**config.mk**
```make
export PLATFORM = sky130hd
export DESIGN_NAME = uds_doze_rx
export DESIGN_NICKNAME = d
export VERILOG_FILES = /design/src/hdl/uds_pkg.sv /design/src/hdl/uds_doze_rx.sv /design/src/hdl/uds_rx_core.sv
export VERILOG_INCLUDE_DIRS = /design/src /design/src/hdl
export SDC_FILE = /design/constraint.sdc
export NUM_CORES = 1
export LEC_CHECK = 0
export BUFFER_PORTS_ARGS = -buffer_cell sky130_fd_sc_hd__clkbuf_2
export CORE_ASPECT_RATIO = 2
export CORE_MARGIN = 1
export CORE_UTILIZATION = 40
export CTS_CLUSTER_DIAMETER = 120
export CTS_CLUSTER_SIZE = 16
export DETAILED_ROUTE_END_ITERATION = 10
export GPL_ROUTABILITY_DRIVEN = 1
export GPL_TIMING_DRIVEN = 0
export PLACE_DENSITY = 0.59
export SYNTH_ARGS = -nofsm -noshare
export SYNTH_HDL_FRONTEND = slang
export SYNTH_SLANG_ARGS = --single-unit
export TNS_END_PERCENT = 50
```
**constraint.sdc**
```tcl
create_clock -name clock_in -period 6.7 [get_ports clock_in]
set_clock_uncertainty 0.05 [all_clocks]
set_input_delay 0.67 -clock clock_in [delete_from_list [all_inputs] [get_ports clock_in]]
set_output_delay 0.67 -clock clock_in [all_outputs]
set_load 0.05 [all_outputs]
```
**src/hdl/uds_map.svh**
```systemverilog
// register offsets, field positions, reset values and timing counts
`ifndef UDS_MAP_SVH
`define UDS_MAP_SVH
// register byte offsets
`define UDS_OFS_CTRL 8'h00
`define UDS_OFS_BAUD 8'h04
`define UDS_OFS_ERR 8'h08
`define UDS_OFS_DATA 8'h0c
`define UDS_OFS_ISTAT 8'h10
`define UDS_OFS_IMASK 8'h14
// control field positions
`define UDS_CTRL_RX_EN 0
`define UDS_CTRL_PAR_EN 1
`define UDS_CTRL_PAR_ODD 2
`define UDS_CTRL_WAKE_EN 3
`define UDS_CTRL_SUPPRESS 4
`define UDS_CTRL_W 5
// error / status field positions
`define UDS_ERR_PARITY 0
`define UDS_ERR_FRAMING 1
`define UDS_ERR_OVERRUN 2
`define UDS_ERR_FULL 4
`define UDS_ERR_BUSY 5
`define UDS_ERR_STATE_LO 6
// interrupt status field positions
`define UDS_IRQ_DONE 0
`define UDS_IRQ_ERROR 1
`define UDS_IRQ_W 2
// reset values
`define UDS_CTRL_RST 5'h00
`define UDS_BAUD_RST 16'h043d
`define UDS_IMASK_RST 2'h0
// timing: shortest legal bit period in clock cycles
`define UDS_BAUD_MIN 16'h0004
`endif

```
**src/hdl/uds_pkg.sv**
```systemverilog
// types shared by the doze receive block
package uds_pkg;
  // power / doze state of the receive path
  typedef enum logic [1:0] {
    UDS_RUN = 2'b00,
    UDS_HALT = 2'b01,
    UDS_DOZE = 2'b10
  } uds_doze_e;
  // frame receiver state
  typedef enum logic [2:0] {
    UDS_RX_IDLE = 3'b000,
    UDS_RX_START = 3'b001,
    UDS_RX_DATA = 3'b010,
    UDS_RX_PAR = 3'b011,
    UDS_RX_STOP = 3'b100
  } uds_rx_e;
endpackage : uds_pkg

```
**src/hdl/uds_doze_rx.sv**
```systemverilog
// receive path that keeps working in stop mode through the doze state
// Operation
// doze armed in stop: receive without cpu
// stop without doze: all communication halted
// software arms doze only on fast oscillator
// suppress set: no error flag, no interrupt; the code still raises the completion interrupt for an errored frame
// software clears flags, reads data, then arms
// valid start edge moves stop into doze
// too short start pulse: stay doze, no transfer
// frame complete in doze raises completion interrupt
//
// Added by the designer: strobed register access and the address map.
`timescale 1ns/10ps
`include "uds_map.svh"
module uds_doze_rx #(
  parameter int DATA_BITS = 8
) (
  // clock and reset
  input wire logic clock_in,
  input wire logic srst_in,
  // register port
  input wire logic [7:0] reg_addr_in,
  input wire logic [31:0] reg_wdata_in,
  input wire logic reg_wr_in,
  input wire logic reg_rd_in,
  output logic [31:0] reg_rdata_out,
  // chip power status
  input wire logic stop_mode_in,
  input wire logic fast_osc_selected_in,
  // serial line
  input wire logic serial_receive_pin_in,
  // events and wake
  output logic receive_complete_interrupt_out,
  output logic receive_error_interrupt_out,
  output logic doze_receive_mode_out,
  output logic irq_out
);
  // elaboration checks: the receiver holds at most a byte, and the
  // interrupt and control words below are built for these map widths
  generate
    if (DATA_BITS < 5 || DATA_BITS > 8) begin : g_bad_bits
      $error("uds_doze_rx: DATA_BITS must be 5 to 8");
    end
    if (`UDS_IRQ_W != 2) begin : g_bad_irq
      $error("uds_doze_rx: exactly two interrupt events expected");
    end
    if (`UDS_CTRL_W <= `UDS_CTRL_SUPPRESS) begin : g_bad_ctrl
      $error("uds_doze_rx: control word too narrow for its fields");
    end
    if (`UDS_BAUD_MIN < 16'h0002) begin : g_bad_min
      $error("uds_doze_rx: shortest bit period cannot be centred");
    end
    if (`UDS_BAUD_RST < `UDS_BAUD_MIN) begin : g_bad_rst
      $error("uds_doze_rx: reset bit period below the clamp");
    end
  endgenerate

  ////////////////////////////////////////////////////////////////////////
  // registers
  logic [`UDS_CTRL_W-1:0] ctrl;
  logic [15:0] baud;
  logic parity_error_flag;
  logic framing_error_flag;
  logic overrun_error_flag;
  logic [DATA_BITS-1:0] receive_data_register;
  logic data_full;
  logic [`UDS_IRQ_W-1:0] irq_stat;
  logic [`UDS_IRQ_W-1:0] irq_mask;
  uds_pkg::uds_doze_e doze_state;
  uds_pkg::uds_doze_e next_doze_state;
  logic line_q;

  // receiver results
  logic rx_busy;
  logic rx_done;
  logic rx_glitch;
  logic [DATA_BITS-1:0] rx_data;
  logic rx_perr;
  logic rx_ferr;

  ////////////////////////////////////////////////////////////////////////
  // decode
  wire sel_ctrl = (reg_addr_in == `UDS_OFS_CTRL);
  wire sel_baud = (reg_addr_in == `UDS_OFS_BAUD);
  wire sel_err = (reg_addr_in == `UDS_OFS_ERR);
  wire sel_data = (reg_addr_in == `UDS_OFS_DATA);
  wire sel_istat = (reg_addr_in == `UDS_OFS_ISTAT);
  wire sel_imask = (reg_addr_in == `UDS_OFS_IMASK);
  wire wr_ctrl = reg_wr_in && sel_ctrl;
  wire wr_baud = reg_wr_in && sel_baud;
  wire wr_err = reg_wr_in && sel_err;
  wire wr_istat = reg_wr_in && sel_istat;
  wire wr_imask = reg_wr_in && sel_imask;
  wire rd_data = reg_rd_in && sel_data;

  // control fields
  wire rx_en = ctrl[`UDS_CTRL_RX_EN];
  wire par_en = ctrl[`UDS_CTRL_PAR_EN];
  wire par_odd = ctrl[`UDS_CTRL_PAR_ODD];
  wire doze_wake_enable = ctrl[`UDS_CTRL_WAKE_EN];
  wire error_interrupt_suppress = ctrl[`UDS_CTRL_SUPPRESS];

  ////////////////////////////////////////////////////////////////////////
  // doze state machine
  // armed only on the fast oscillator; another source would leave the
  // bit clock wrong, so the arm is simply refused there
  wire doze_armed = rx_en && doze_wake_enable && fast_osc_selected_in;
  // line_q resets to the idle level, so reset makes no false edge
  wire start_edge = line_q && !serial_receive_pin_in;

  always_comb begin
    next_doze_state = doze_state;
    case (doze_state)
      uds_pkg::UDS_RUN: begin
        if (stop_mode_in) next_doze_state = uds_pkg::UDS_HALT;
      end
      uds_pkg::UDS_HALT: begin
        if (!stop_mode_in) begin
          next_doze_state = uds_pkg::UDS_RUN;
        end else if (doze_armed && start_edge) begin
          next_doze_state = uds_pkg::UDS_DOZE;
        end
      end
      uds_pkg::UDS_DOZE: begin
        // a rejected start pulse keeps us here until the next frame
        if (!stop_mode_in) next_doze_state = uds_pkg::UDS_RUN;
        else if (!doze_armed) next_doze_state = uds_pkg::UDS_HALT;
      end
      default: next_doze_state = uds_pkg::UDS_RUN;
    endcase
  end

  always_ff @(posedge clock_in) begin
    if (srst_in) begin
      doze_state <= uds_pkg::UDS_RUN;
      line_q <= 1'b1;
    end else begin
      doze_state <= next_doze_state;
      line_q <= serial_receive_pin_in;
    end
  end

  // receiver runs in normal mode and in doze, never in plain stop
  // a frame in flight when a plain stop begins is dropped on purpose
  wire in_doze = (doze_state == uds_pkg::UDS_DOZE);
  wire rx_run = rx_en && ((doze_state == uds_pkg::UDS_RUN) || in_doze);

  ////////////////////////////////////////////////////////////////////////
  // frame receiver
  uds_rx_core #(
    .DATA_BITS(DATA_BITS)
  ) u_rx (
    .clock_in(clock_in),
    .srst_in(srst_in),
    .enable_in(rx_run),
    .divisor_in(baud),
    .parity_en_in(par_en),
    .parity_odd_in(par_odd),
    .serial_receive_pin_in(serial_receive_pin_in),
    .busy_out(rx_busy),
    .done_out(rx_done),
    .glitch_out(rx_glitch),
    .data_out(rx_data),
    .parity_err_out(rx_perr),
    .framing_err_out(rx_ferr)
  );

  ////////////////////////////////////////////////////////////////////////
  // error and completion events
  // overrun: a byte lands while the last one is unread and not being read
  wire ovr_evt = rx_done && data_full && !rd_data;
  wire ev_perr = rx_done && rx_perr && !error_interrupt_suppress;
  wire ev_ferr = rx_done && rx_ferr && !error_interrupt_suppress;
  wire ev_ovr = ovr_evt && !error_interrupt_suppress;
  wire ev_err = ev_perr || ev_ferr || ev_ovr;
  wire ev_done = rx_done;

  // write-one-to-clear; a set in the same cycle wins
  wire [2:0] err_set = {ev_ovr, ev_ferr, ev_perr};
  wire [2:0] err_hit = {reg_wdata_in[`UDS_ERR_OVERRUN], reg_wdata_in[`UDS_ERR_FRAMING],
    reg_wdata_in[`UDS_ERR_PARITY]};
  wire [2:0] err_clr = {3{wr_err}} & err_hit;
  logic [2:0] err_flag;

  genvar ge;
  generate
    for (ge = 0; ge < 3; ge++) begin : g_err
      always_ff @(posedge clock_in) begin
        if (srst_in) begin
          err_flag[ge] <= 1'b0;
        end else if (err_set[ge]) begin
          err_flag[ge] <= 1'b1;
        end else if (err_clr[ge]) begin
          err_flag[ge] <= 1'b0;
        end
      end
    end
  endgenerate

  // named views of the sticky error bits
  assign parity_error_flag = err_flag[0];
  assign framing_error_flag = err_flag[1];
  assign overrun_error_flag = err_flag[2];

  // receive buffer; on overrun the new frame overwrites the old
  always_ff @(posedge clock_in) begin
    if (srst_in) receive_data_register <= '0;
    else if (rx_done) receive_data_register <= rx_data;
  end

  // full flag; a frame landing beside a read keeps it full, so no byte is lost silently
  always_ff @(posedge clock_in) begin
    if (srst_in) data_full <= 1'b0;
    else if (rx_done) data_full <= 1'b1;
    else if (rd_data) data_full <= 1'b0;
  end

  ////////////////////////////////////////////////////////////////////////
  // control registers
  always_ff @(posedge clock_in) begin
    if (srst_in) ctrl <= `UDS_CTRL_RST;
    else if (wr_ctrl) ctrl <= reg_wdata_in[`UDS_CTRL_W-1:0];
  end

  // a too small divisor cannot centre the samples; clamp it
  wire [15:0] baud_wr_value = (reg_wdata_in[15:0] < `UDS_BAUD_MIN) ? `UDS_BAUD_MIN :
    reg_wdata_in[15:0];
  always_ff @(posedge clock_in) begin
    if (srst_in) baud <= `UDS_BAUD_RST;
    else if (wr_baud) baud <= baud_wr_value;
  end

  // interrupt mask
  always_ff @(posedge clock_in) begin
    if (srst_in) irq_mask <= `UDS_IMASK_RST;
    else if (wr_imask) irq_mask <= reg_wdata_in[`UDS_IRQ_W-1:0];
  end

  // sticky interrupt status, one bit per event
  wire [`UDS_IRQ_W-1:0] irq_set = {ev_err, ev_done};

  genvar gi;
  generate
    for (gi = 0; gi < `UDS_IRQ_W; gi++) begin : g_irq
      always_ff @(posedge clock_in) begin
        if (srst_in) begin
          irq_stat[gi] <= 1'b0;
        end else if (irq_set[gi]) begin
          irq_stat[gi] <= 1'b1;
        end else if (wr_istat && reg_wdata_in[gi]) begin
          irq_stat[gi] <= 1'b0;
        end
      end
    end
  endgenerate

  ////////////////////////////////////////////////////////////////////////
  // read path, answered one cycle after the strobe
  wire [31:0] err_word;
  assign err_word = {
    24'h000000,
    doze_state, // 7:6 run, halt or doze
    rx_busy, // 5 frame in progress
    data_full, // 4 unread byte waiting
    1'b0, // 3 spare
    overrun_error_flag,
    framing_error_flag,
    parity_error_flag
  };

  wire [31:0] rd_mux =
    sel_ctrl ? {{(32-`UDS_CTRL_W){1'b0}}, ctrl} :
    sel_baud ? {16'h0000, baud} :
    sel_err ? err_word :
    sel_data ? {{(32-DATA_BITS){1'b0}}, receive_data_register} :
    sel_istat ? {{(32-`UDS_IRQ_W){1'b0}}, irq_stat} :
    sel_imask ? {{(32-`UDS_IRQ_W){1'b0}}, irq_mask} :
    32'h00000000; // unmapped reads zero

  always_ff @(posedge clock_in) begin
    if (srst_in) reg_rdata_out <= 32'h00000000;
    else if (reg_rd_in) reg_rdata_out <= rd_mux;
    else reg_rdata_out <= 32'h00000000;
  end

  ////////////////////////////////////////////////////////////////////////
  // event pulses and interrupt line
  always_ff @(posedge clock_in) begin
    if (srst_in) receive_complete_interrupt_out <= 1'b0;
    else receive_complete_interrupt_out <= ev_done;
  end

  // error pulse stays silent while suppression is set
  always_ff @(posedge clock_in) begin
    if (srst_in) receive_error_interrupt_out <= 1'b0;
    else receive_error_interrupt_out <= ev_err;
  end

  // rx_glitch needs no action: the machine simply stays in doze
  // until a real frame, whose errors land in the flags as for any frame
  wire unused_glitch = rx_glitch;

  assign doze_receive_mode_out = in_doze;
  assign irq_out = |(irq_stat & irq_mask);
endmodule : uds_doze_rx

```
**src/hdl/uds_rx_core.sv**
```systemverilog
// serial frame receiver: start check, data, optional parity, stop
`timescale 1ns/10ps
module uds_rx_core #(
  parameter int DATA_BITS = 8
) (
  // clock and reset
  input wire logic clock_in,
  input wire logic srst_in,
  // configuration
  input wire logic enable_in,
  input wire logic [15:0] divisor_in,
  input wire logic parity_en_in,
  input wire logic parity_odd_in,
  // line
  input wire logic serial_receive_pin_in,
  // results
  output logic busy_out,
  output logic done_out,
  output logic glitch_out,
  output logic [DATA_BITS-1:0] data_out,
  output logic parity_err_out,
  output logic framing_err_out
);
  generate
    if (DATA_BITS < 5 || DATA_BITS > 8) begin : g_bad_bits
      $error("uds_rx_core: DATA_BITS must be 5 to 8");
    end
  endgenerate

  uds_pkg::uds_rx_e state;
  uds_pkg::uds_rx_e next_state;
  logic [15:0] cnt;
  logic [3:0] bit_idx;
  logic [DATA_BITS-1:0] shift;
  logic par_acc;
  wire tick = (cnt == 16'h0000);
  wire line = serial_receive_pin_in;
  wire last_bit = (bit_idx == 4'(DATA_BITS - 1));
  wire [15:0] full_bit = divisor_in - 16'h0001;

  // next state of the frame walk
  always_comb begin
    next_state = state;
    case (state)
      uds_pkg::UDS_RX_IDLE: if (!line) next_state = uds_pkg::UDS_RX_START;
      uds_pkg::UDS_RX_START: if (tick) begin
        next_state = line ? uds_pkg::UDS_RX_IDLE : uds_pkg::UDS_RX_DATA;
      end
      uds_pkg::UDS_RX_DATA: if (tick && last_bit) begin
        next_state = parity_en_in ? uds_pkg::UDS_RX_PAR : uds_pkg::UDS_RX_STOP;
      end
      uds_pkg::UDS_RX_PAR: if (tick) next_state = uds_pkg::UDS_RX_STOP;
      uds_pkg::UDS_RX_STOP: if (tick) next_state = uds_pkg::UDS_RX_IDLE;
      default: next_state = uds_pkg::UDS_RX_IDLE;
    endcase
    if (!enable_in) next_state = uds_pkg::UDS_RX_IDLE;
  end

  // state and bit timer; sampling at mid-bit
  always_ff @(posedge clock_in) begin
    if (srst_in) begin
      state <= uds_pkg::UDS_RX_IDLE;
      cnt <= 16'h0000;
      bit_idx <= 4'h0;
    end else begin
      state <= next_state;
      if (state == uds_pkg::UDS_RX_IDLE) begin
        cnt <= {1'b0, divisor_in[15:1]}; // half a bit to the start centre
        bit_idx <= 4'h0;
      end else if (tick) begin
        cnt <= full_bit;
        if (state == uds_pkg::UDS_RX_DATA) bit_idx <= bit_idx + 4'h1;
      end else begin
        cnt <= cnt - 16'h0001;
      end
    end
  end

  // data shift, parity and results
  always_ff @(posedge clock_in) begin
    if (srst_in) begin
      shift <= '0;
      par_acc <= 1'b0;
      done_out <= 1'b0;
      glitch_out <= 1'b0;
      data_out <= '0;
      parity_err_out <= 1'b0;
      framing_err_out <= 1'b0;
    end else begin
      done_out <= 1'b0;
      glitch_out <= enable_in && (state == uds_pkg::UDS_RX_START) && tick && line;
      if (state == uds_pkg::UDS_RX_START) par_acc <= parity_odd_in;
      if (tick && state == uds_pkg::UDS_RX_DATA) begin
        shift <= {line, shift[DATA_BITS-1:1]}; // lsb first
        par_acc <= par_acc ^ line;
      end
      if (tick && state == uds_pkg::UDS_RX_PAR) par_acc <= par_acc ^ line;
      if (enable_in && tick && state == uds_pkg::UDS_RX_STOP) begin
        done_out <= 1'b1;
        data_out <= shift;
        parity_err_out <= parity_en_in && par_acc;
        framing_err_out <= !line;
      end
    end
  end

  assign busy_out = (state != uds_pkg::UDS_RX_IDLE);
endmodule : uds_rx_core

```
==> impl_metrics.ini, run 1 <==
[status]
status = completed

[synth]
synth_async_sr_flop_share_pct = 0
postSynth.topFlopCell = sky130_fd_sc_hd__dfxtp_1
synth.cell_area_um2 = 4700
synth_edf_count = 0
yosys.cell_types.count = 66
adder_and_majority_gate_portion_of_the_synthesized_area_pct = 0.533
synthesis.instances = 545
ys_ff_latch = 101
xor_and_xnor_area_share_after_synthesis_pct = 0.932
synthesis.area_per_instance_um2 = 8.62
synthSimpleGateAreaFrac_pct = 26.1
largest_family_of_logic_cells_by_synthesized_area = simple AND/OR/NAND/NOR gates
post_synth_mux_area_share_pct = 6.42
synth_compound_gate_area_share_pct = 16.7
synthesis.yosys.warnings = 0
sequential_fraction_of_the_synthesis_area_pct = 43.0

[min_path]
hp-class = reg2reg
min_path_cells = 2
hold_path.startpoint = u_rx.shift[0]
worst_hold_path.endpoint = u_rx.shift[0]

[sta]
min_period_ns = 3.92
max_slew_margin_pct = 23.6
finalMaxSlewViolations = 0
final_setup_violating_endpoints = 0
fmax_ghz = 0.255
part_of_the_cycle_the_worst_path_needs_pct = 58.5
timing.hold.ws_ns = 0.413
max_slew.worst_pin.slew_ns = 1.14
rsz0062_at_grt = false
timing.final.ws_setup_ns = 2.78
setup-tns-final_ns = 0
report.final.hold_viol_count = 0

[placement]
dp_worst_setup_slack_ns = 3.04
io_buffers = 49
post-dp-hpwl_um = 10900
place.gp.congestion = 0.938
post-place-cells = 751

[final_layout]
antenna_cells_inserted = 0
area_growth_syn_to_layout_pct = 17.4
post_route_cells_drive_above_1_share_pct = 18.6
final_nets = 669
fin_cells = 767

[detailed_routing]
detail_route.iter0.violations = 229
drt_wl_total_um = 14100
routed-via-count = 4348
antenna_left = 0
via_to_cell_ratio = 5.67
remaining_drc_errors = 0
detail_route.wl_per_cell_um = 18.4
detail_route.first_pass.iterations = 5

[floorplan]
ioPinCount = 83
floorplan.core_area_um2 = 11400
die_w_um = 78.6
placementRows = 55
die_area_um2 = 12200
floorplan.die.height_um = 155
initial_core_util_pct = 41.4

[flow_run]
timing.max_cap.violations = 0

[setup_path]
worstPathRequired_ns = 6.90
critPathArrivalTime_ns = 4.12
path_max_fanout = 10
rrSetupSlack_ns = 2.78
worst_setup_path_end_kind = flip-flop
crit_start_category = flip-flop
crit_type = reg2reg
r2r_start = u_rx.cnt[11]
regToRegEndpoint = u_rx.cnt[8]
ff2ff_path_depth = 13

[power]
cellPowerDensity_nw_per_um2 = 233
worst_vdd_drop_mv = 0.164
leakage_nw = 2.12

[clock_tree]
max-clock-path-buffers = 2
tritoncts.num_buffers = 9
clock_tree.root_cell = sky130_fd_sc_hd__clkbuf_16
cts_tree = built
cts_num_sinks = 101
cts_resized = 0
path_clk_slew_ns = 0.08
cts.htree.levels = 3
cts_hold_buffers = 0
cts_setup_buffers = 0
worst_skew_pair.late_latency_ns = 0.36

[global_routing]
grt_first_pass_wirelength_um = 21900
largest_net_degree_at_the_start_of_global_routing = 20
global_route.usage.total_pct = 24.0
number_of_antenna_violations_at_the_first_check_in_global_routing = 0
grt.overflow.total = 0
first_global_vias = 4290
cell families after synthesis:
logic type / Yosys count
buffers and inverters: 54
and+or+nand+nor: 236
DFF: 101
muxes: 29
other: 1
AOI/OAI and AO/OA: 117
adders and majority gates: 2
xor gates and xnor gates: 5
stage by stage:
stage | total power, W | instance area, um2 | util (%)
floorplan | 0.000678 | 4750 | -
global placement | 0.000704 | 5180 | 45.6
detailed placement | 0.000705 | 5180 | 45.6
CTS | 0.00129 | 5510 | 48.6
global route | 0.00132 | 5510 | 48.6
finish | 0.00128 | 5510 | 48.6
cell usage in the layout (no fill, tap or decap), drive strengths merged, types with 3 or more instances in the layout:
| cell | netlist | layout |
|---|---|---|
| buf | 24 | 24 |
| a31oi | 4 | 4 |
| a31o | 3 | 3 |
| nand2 | 60 | 60 |
| clkbuf | 26 | 84 |
| a211o | 4 | 4 |
| a211oi | 13 | 13 |
| nor4b | 4 | 4 |
| and3 | 6 | 6 |
| nor3 | 8 | 8 |
| a2111oi | 5 | 5 |
| mux2 | 9 | 9 |
| or3 | 5 | 5 |
| o21ai | 10 | 10 |
| or4 | 9 | 9 |
| xor2 | 4 | 4 |
| nand4 | 5 | 5 |
| a22oi | 9 | 9 |
| inv | 4 | 9 |
| a21o | 3 | 3 |
| nor2b | 8 | 8 |
| nand2b | 6 | 6 |
| nor2 | 57 | 57 |
| nand3 | 34 | 34 |
| nand4b | 3 | 3 |
| a21oi | 48 | 48 |
| and2 | 8 | 8 |
| conb | 1 | 16 |
| mux2i | 20 | 20 |
| nor4 | 14 | 14 |
| dfxtp | 101 | 101 |
per-layer routing:
layer | GRT usage (%) | wire length, um | part of all wire (%)
met1 | 22.3 | 4980 | 35
met2 | 45.8 | 7900 | 56
met3 | 3.75 | 474 | 3.4
met4 | 16.8 | 775 | 5.5
met5 | 0 | 0 | 0
flip-flops by register name, summed over array words and instances (netlist names):
name	flops
u_rx.shift	8
line_q	1
baud	16
u_rx.state	3
data_full	1
irq_mask	2
u_rx.parity_err_out	1
reg_rdata_out	16
doze_state	2
parity_error_flag	1
u_rx.framing_err_out	1
overrun_error_flag	1
u_rx.done_out	1
u_rx.par_acc	1
u_rx.data_out	8
irq_stat	2
receive_error_interrupt_out	1
framing_error_flag	1
ctrl	5
receive_complete_interrupt_out	1
u_rx.cnt	16
receive_data_register	8
u_rx.bit_idx	4
synthesized netlist by cell type, types with 3 or more instances:
library cell	number	area share, %
sky130_fd_sc_hd__a21oi_1	47	5.0
sky130_fd_sc_hd__and2_1	8	1.1
sky130_fd_sc_hd__mux2_2	9	2.2
sky130_fd_sc_hd__a211oi_1	11	1.8
sky130_fd_sc_hd__a21o_1	3	0.48
sky130_fd_sc_hd__nor3_1	7	0.75
sky130_fd_sc_hd__nor4_1	12	1.6
sky130_fd_sc_hd__nand3_1	33	3.5
sky130_fd_sc_hd__inv_1	4	0.32
sky130_fd_sc_hd__a31o_2	3	0.56
sky130_fd_sc_hd__or3_1	5	0.67
sky130_fd_sc_hd__nand4b_1	3	0.56
sky130_fd_sc_hd__dfxtp_1	101	43
sky130_fd_sc_hd__mux2i_1	20	4.3
sky130_fd_sc_hd__a22oi_1	9	1.4
sky130_fd_sc_hd__a211o_1	4	0.75
sky130_fd_sc_hd__a31oi_1	4	0.53
sky130_fd_sc_hd__a2111oi_0	5	0.93
sky130_fd_sc_hd__nand2_1	60	4.8
sky130_fd_sc_hd__buf_4	19	3.0
sky130_fd_sc_hd__nand2b_1	6	0.80
sky130_fd_sc_hd__and3_1	6	0.80
sky130_fd_sc_hd__nor4b_1	3	0.56
sky130_fd_sc_hd__o21ai_0	8	0.85
sky130_fd_sc_hd__nor2_1	56	4.5
sky130_fd_sc_hd__xor2_1	4	0.75
sky130_fd_sc_hd__nor2b_1	8	1.1
sky130_fd_sc_hd__nand4_1	5	0.67
sky130_fd_sc_hd__or4_1	7	1.1
sky130_fd_sc_hd__clkbuf_1	26	2.1
layout make-up:
| cell class | count | area, um2 |
|---|---|---|
| Fill cell | 1144 | 5840 |
| Multi-Input combinational cell | 405 | 2440 |
| Sequential cell | 101 | 2020 |
| Buffer | 50 | 277 |
| Timing Repair Buffer | 49 | 245 |
| Clock buffer | 9 | 225 |
| Tap cell | 142 | 178 |
| Clock inverter | 7 | 111 |
| Inverter | 4 | 15.0 |
where the power goes:
group	switching [W]	leakage, nW	internal [W]
Clock	0.000253	0.166	0.000338
Sequential	0.00000333	0.816	0.000602
Combinational	0.0000583	1.14	0.0000276
Total	0.000314	2.12	0.000968
how the worst max path moves through the flow:
stage,depth (start not counted),startpoint,slack [ns],endpoint
after floorplan,13,u_rx.cnt[5],3.72,u_rx.cnt[12]
after global routing,13,u_rx.cnt[12],2.61,u_rx.cnt[8]
after detailed placement,13,u_rx.cnt[11],3.04,u_rx.cnt[8]
after global placement,13,u_rx.cnt[11],3.09,u_rx.cnt[8]
final,13,u_rx.cnt[11],2.78,u_rx.cnt[8]
after CTS,13,u_rx.cnt[11],2.91,u_rx.cnt[8]
critical path, cell delays in order, from the launching register on:
cell                       delay (ns)
sky130_fd_sc_hd__dfxtp_1         0.45
sky130_fd_sc_hd__or4_1           0.15
sky130_fd_sc_hd__clkbuf_1        0.25
sky130_fd_sc_hd__nor4_2          0.11
sky130_fd_sc_hd__buf_4           0.19
sky130_fd_sc_hd__buf_4           0.19
sky130_fd_sc_hd__buf_2           0.20
sky130_fd_sc_hd__a21oi_1         0.17
sky130_fd_sc_hd__ha_1            0.22
sky130_fd_sc_hd__nor3b_1         0.33
sky130_fd_sc_hd__nand2_1         0.12
sky130_fd_sc_hd__a211oi_1        0.86
sky130_fd_sc_hd__a21oi_1         0.18
sky130_fd_sc_hd__a211oi_1        0.33
No activity file was read; power rests on OpenSTA's default activity.
==> run 2, diff against run 1 <==
--- a/config.mk
+++ b/config.mk
@@ -15,7 +15,7 @@
 export DETAILED_ROUTE_END_ITERATION = 10
 export GPL_ROUTABILITY_DRIVEN = 1
 export GPL_TIMING_DRIVEN = 0
-export PLACE_DENSITY = 0.59
+export PLACE_DENSITY = 0.62
 export SYNTH_ARGS = -nofsm -noshare
 export SYNTH_HDL_FRONTEND = slang
 export SYNTH_SLANG_ARGS = --single-unit
==> constraint.sdc (replaced) <==
create_clock -name clock_in -period 3.2 [get_ports clock_in]
set_clock_uncertainty 0.05 [all_clocks]
set_input_delay 0.32 -clock clock_in [delete_from_list [all_inputs] [get_ports clock_in]]
set_output_delay 0.32 -clock clock_in [all_outputs]
set_load 0.05 [all_outputs]
==> run 2 against run 1 <==
- register-to-register slack got worse by 2.7 ns
- utilization increased by 0.56 points
- final area increased by 1.2%
- power increased by 98%
- critical path depth decreased by 1
- critical path type unchanged
- critical endpoint is now u_rx.cnt[12]
- highest routed layer unchanged
==> impl_metrics.ini, run 2 (synthesis gave the netlist of run 1 again) <==
[status]
status = completed

[clock_tree]
worst_skew_pair.late_latency_ns = 0.36
cts.htree.levels = 3
path_clk_slew_ns = 0.07
max-clock-path-buffers = 2
cts_num_sinks = 101
cts_tree = built
tritoncts.num_buffers = 9
cts_hold_buffers = 0
clock_tree.root_cell = sky130_fd_sc_hd__clkbuf_16

[min_path]
hp-class = in2reg

[floorplan]
initial_core_util_pct = 41.4
floorplan.core_area_um2 = 11400
ioPinCount = 83
die_area_um2 = 12200
placementRows = 55
die_w_um = 78.6
floorplan.die.height_um = 155

[placement]
place_area_um2 = 5180
io_buffers = 49
place.gp.congestion = 0.901
post-dp-hpwl_um = 10900
post-place-cells = 751

[sta]
finalMaxSlewViolations = 0
min_period_ns = 3.09
report.final.hold_viol_count = 0
max_slew.worst_pin.slew_ns = 1.10
final_setup_violating_endpoints = 0
fmax_ghz = 0.324
part_of_the_cycle_the_worst_path_needs_pct = 96.6
max_slew_margin_pct = 26.2
timing.hold.ws_ns = 0.143

[setup_path]
critPathSlowestCell = sky130_fd_sc_hd__or4_1
crit_family = simple AND/OR/NAND/NOR gates
critical_path.n_buffers_inverters = 3
ff2ff_path_depth = 12
cp-endpoint = u_rx.cnt[12]
slowest_delay_ns = 0.54
cpMostUsedCell = sky130_fd_sc_hd__buf_6
worst_setup_path_startpoint = u_rx.cnt[7]
regToRegEndpoint = u_rx.cnt[12]
rrSetupSlack_ns = 0.11
r2r_start = u_rx.cnt[7]
worstPathRequired_ns = 3.39
cp.depth = 12
critPathArrivalTime_ns = 3.28
timing.critical_path.cells = or4_1 -> buf_4 -> nor4_4 -> buf_6 -> buf_6 -> a21oi_1 -> ha_1 -> nor3b_2 -> nand2_2 -> nor2_1 -> and4_1 -> a311o_1
path_max_fanout = 10
worst_setup_path_end_kind = flip-flop
crit_type = reg2reg
crit_start_category = flip-flop

[global_routing]
largest_net_degree_at_the_start_of_global_routing = 20
global_route.usage.total_pct = 24.8
number_of_antenna_violations_at_the_first_check_in_global_routing = 0
grt.overflow.total = 0
first_global_vias = 4486
grt_first_pass_wirelength_um = 22800
groute.layer.met2.usage_pct = 46.1
grt.met1_usage_pct = 23.3
gr-usage-met3_pct = 4.16
grt_most_used_layer = met2

[detailed_routing]
remaining_drc_errors = 0
detail_route.wl_per_cell_um = 18.5
via_to_cell_ratio = 5.72
routed-via-count = 4440
detail_route.iter0.violations = 239
drt_wl_total_um = 14400
detail_route.first_pass.iterations = 5
antenna_left = 0

[final_layout]
area_growth_syn_to_layout_pct = 18.7
design_area_um2 = 5580
fillerInstances = 1123
final_nets = 678
fin_cells = 776
largestRegisters = baud x16, reg_rdata_out x16, u_rx.cnt x16
post_route_cells_drive_above_1_share_pct = 20.2
antenna_cells_inserted = 0
layout.cells.most_common_list = sky130_fd_sc_hd__dfxtp_1 (101), sky130_fd_sc_hd__nand2_1 (59), sky130_fd_sc_hd__nor2_1 (56)
layout_commonest_cell = sky130_fd_sc_hd__dfxtp_1

[flow_run]
timing.max_cap.violations = 0

[power]
cellPowerDensity_nw_per_um2 = 456
report.power.total_w = 0.00254
worst_vdd_drop_mv = 0.272
leakage_nw = 2.15
[run 2: cell count changes in the layout (fill, tap and decap cells not counted), sizes merged]
cell | previous run | this run
inv | 9 | 7
clkbuf | 84 | 85
clkinvlp | 0 | 2
buf | 24 | 33
clkinv | 0 | 1
bufinv | 2 | 0
[run 2: power breakdown]
group	switching, W	internal, W	leakage (nW)
sequential	0.00000741	0.00126	0.816
combinational	0.000124	0.0000615	1.19
clock	0.000523	0.000564	0.139
total	0.000654	0.00189	2.15
[run 2: worst min-delay path: cells and delay by family]
kind | cells | cell delay (ns)
AO/OA/AOI/OAI | 1 | 0.05
AND/OR/NAND/NOR | 1 | 0.05
buffers and inverters | 1 | 0.09
[run 2: worst min path at each step]
stage	startpoint	to	slack [ns]	depth (start not counted)
2_1_floorplan	serial_receive_pin_in	u_rx.framing_err_out	0.36	1
3_3_place_gp	u_rx.shift[0]	u_rx.shift[0]	0.40	2
3_5_place_dp	u_rx.shift[0]	u_rx.shift[0]	0.40	2
4_1_cts	reg_wdata_in[13]	baud[13]	0.14	3
5_1_grt	reg_wdata_in[7]	baud[7]	0.14	3
6_report	reg_wdata_in[9]	baud[9]	0.14	3
[run 2: final cells by class]
type                            count  area [um2]  share of cell area, %
Clock inverter                      6        55.1                  0.987
Tap cell                          142         178                   3.19
Timing Repair Buffer               59         318                   5.70
Buffer                             49         282                   5.05
Inverter                            4        15.0                  0.269
Multi-Input combinational cell    405        2470                   44.3
Sequential cell                   101        2020                   36.3
Clock buffer                       10         239                   4.29
[run 2: metal layers]
layer	vias to the layer above	part of all wire, %
li1	2114	-
met1	2121	35
met2	142	55
met3	63	3.4
met4	0	6.7
met5	-	0
[run 2: repair_timing]
| item | in CTS | in global routing |
|---|---|---|
| setup endpoints to repair | 5 | 5 |
| pin swaps | 1 | 1 |
| buffers inserted | 1 | 8 |
| gates cloned | 0 | 1 |
| resized for setup | 6 | 4 |
[run 2: per-stage QoR]
| step | util (%) | worst slack (ns) | TNS [ns] |
|---|---|---|---|
| 6_report | 49.1 | 0.110 | 0 |
| 5_1_grt | 49.1 | -0.0124 | -0.0124 |
| 4_1_cts | 48.5 | 0.100 | 0 |
| 3_5_place_dp | 45.6 | -0.466 | -1.81 |
| 3_3_place_gp | 45.6 | -0.453 | -1.81 |
| 2_1_floorplan | - | 0.224 | 0 |
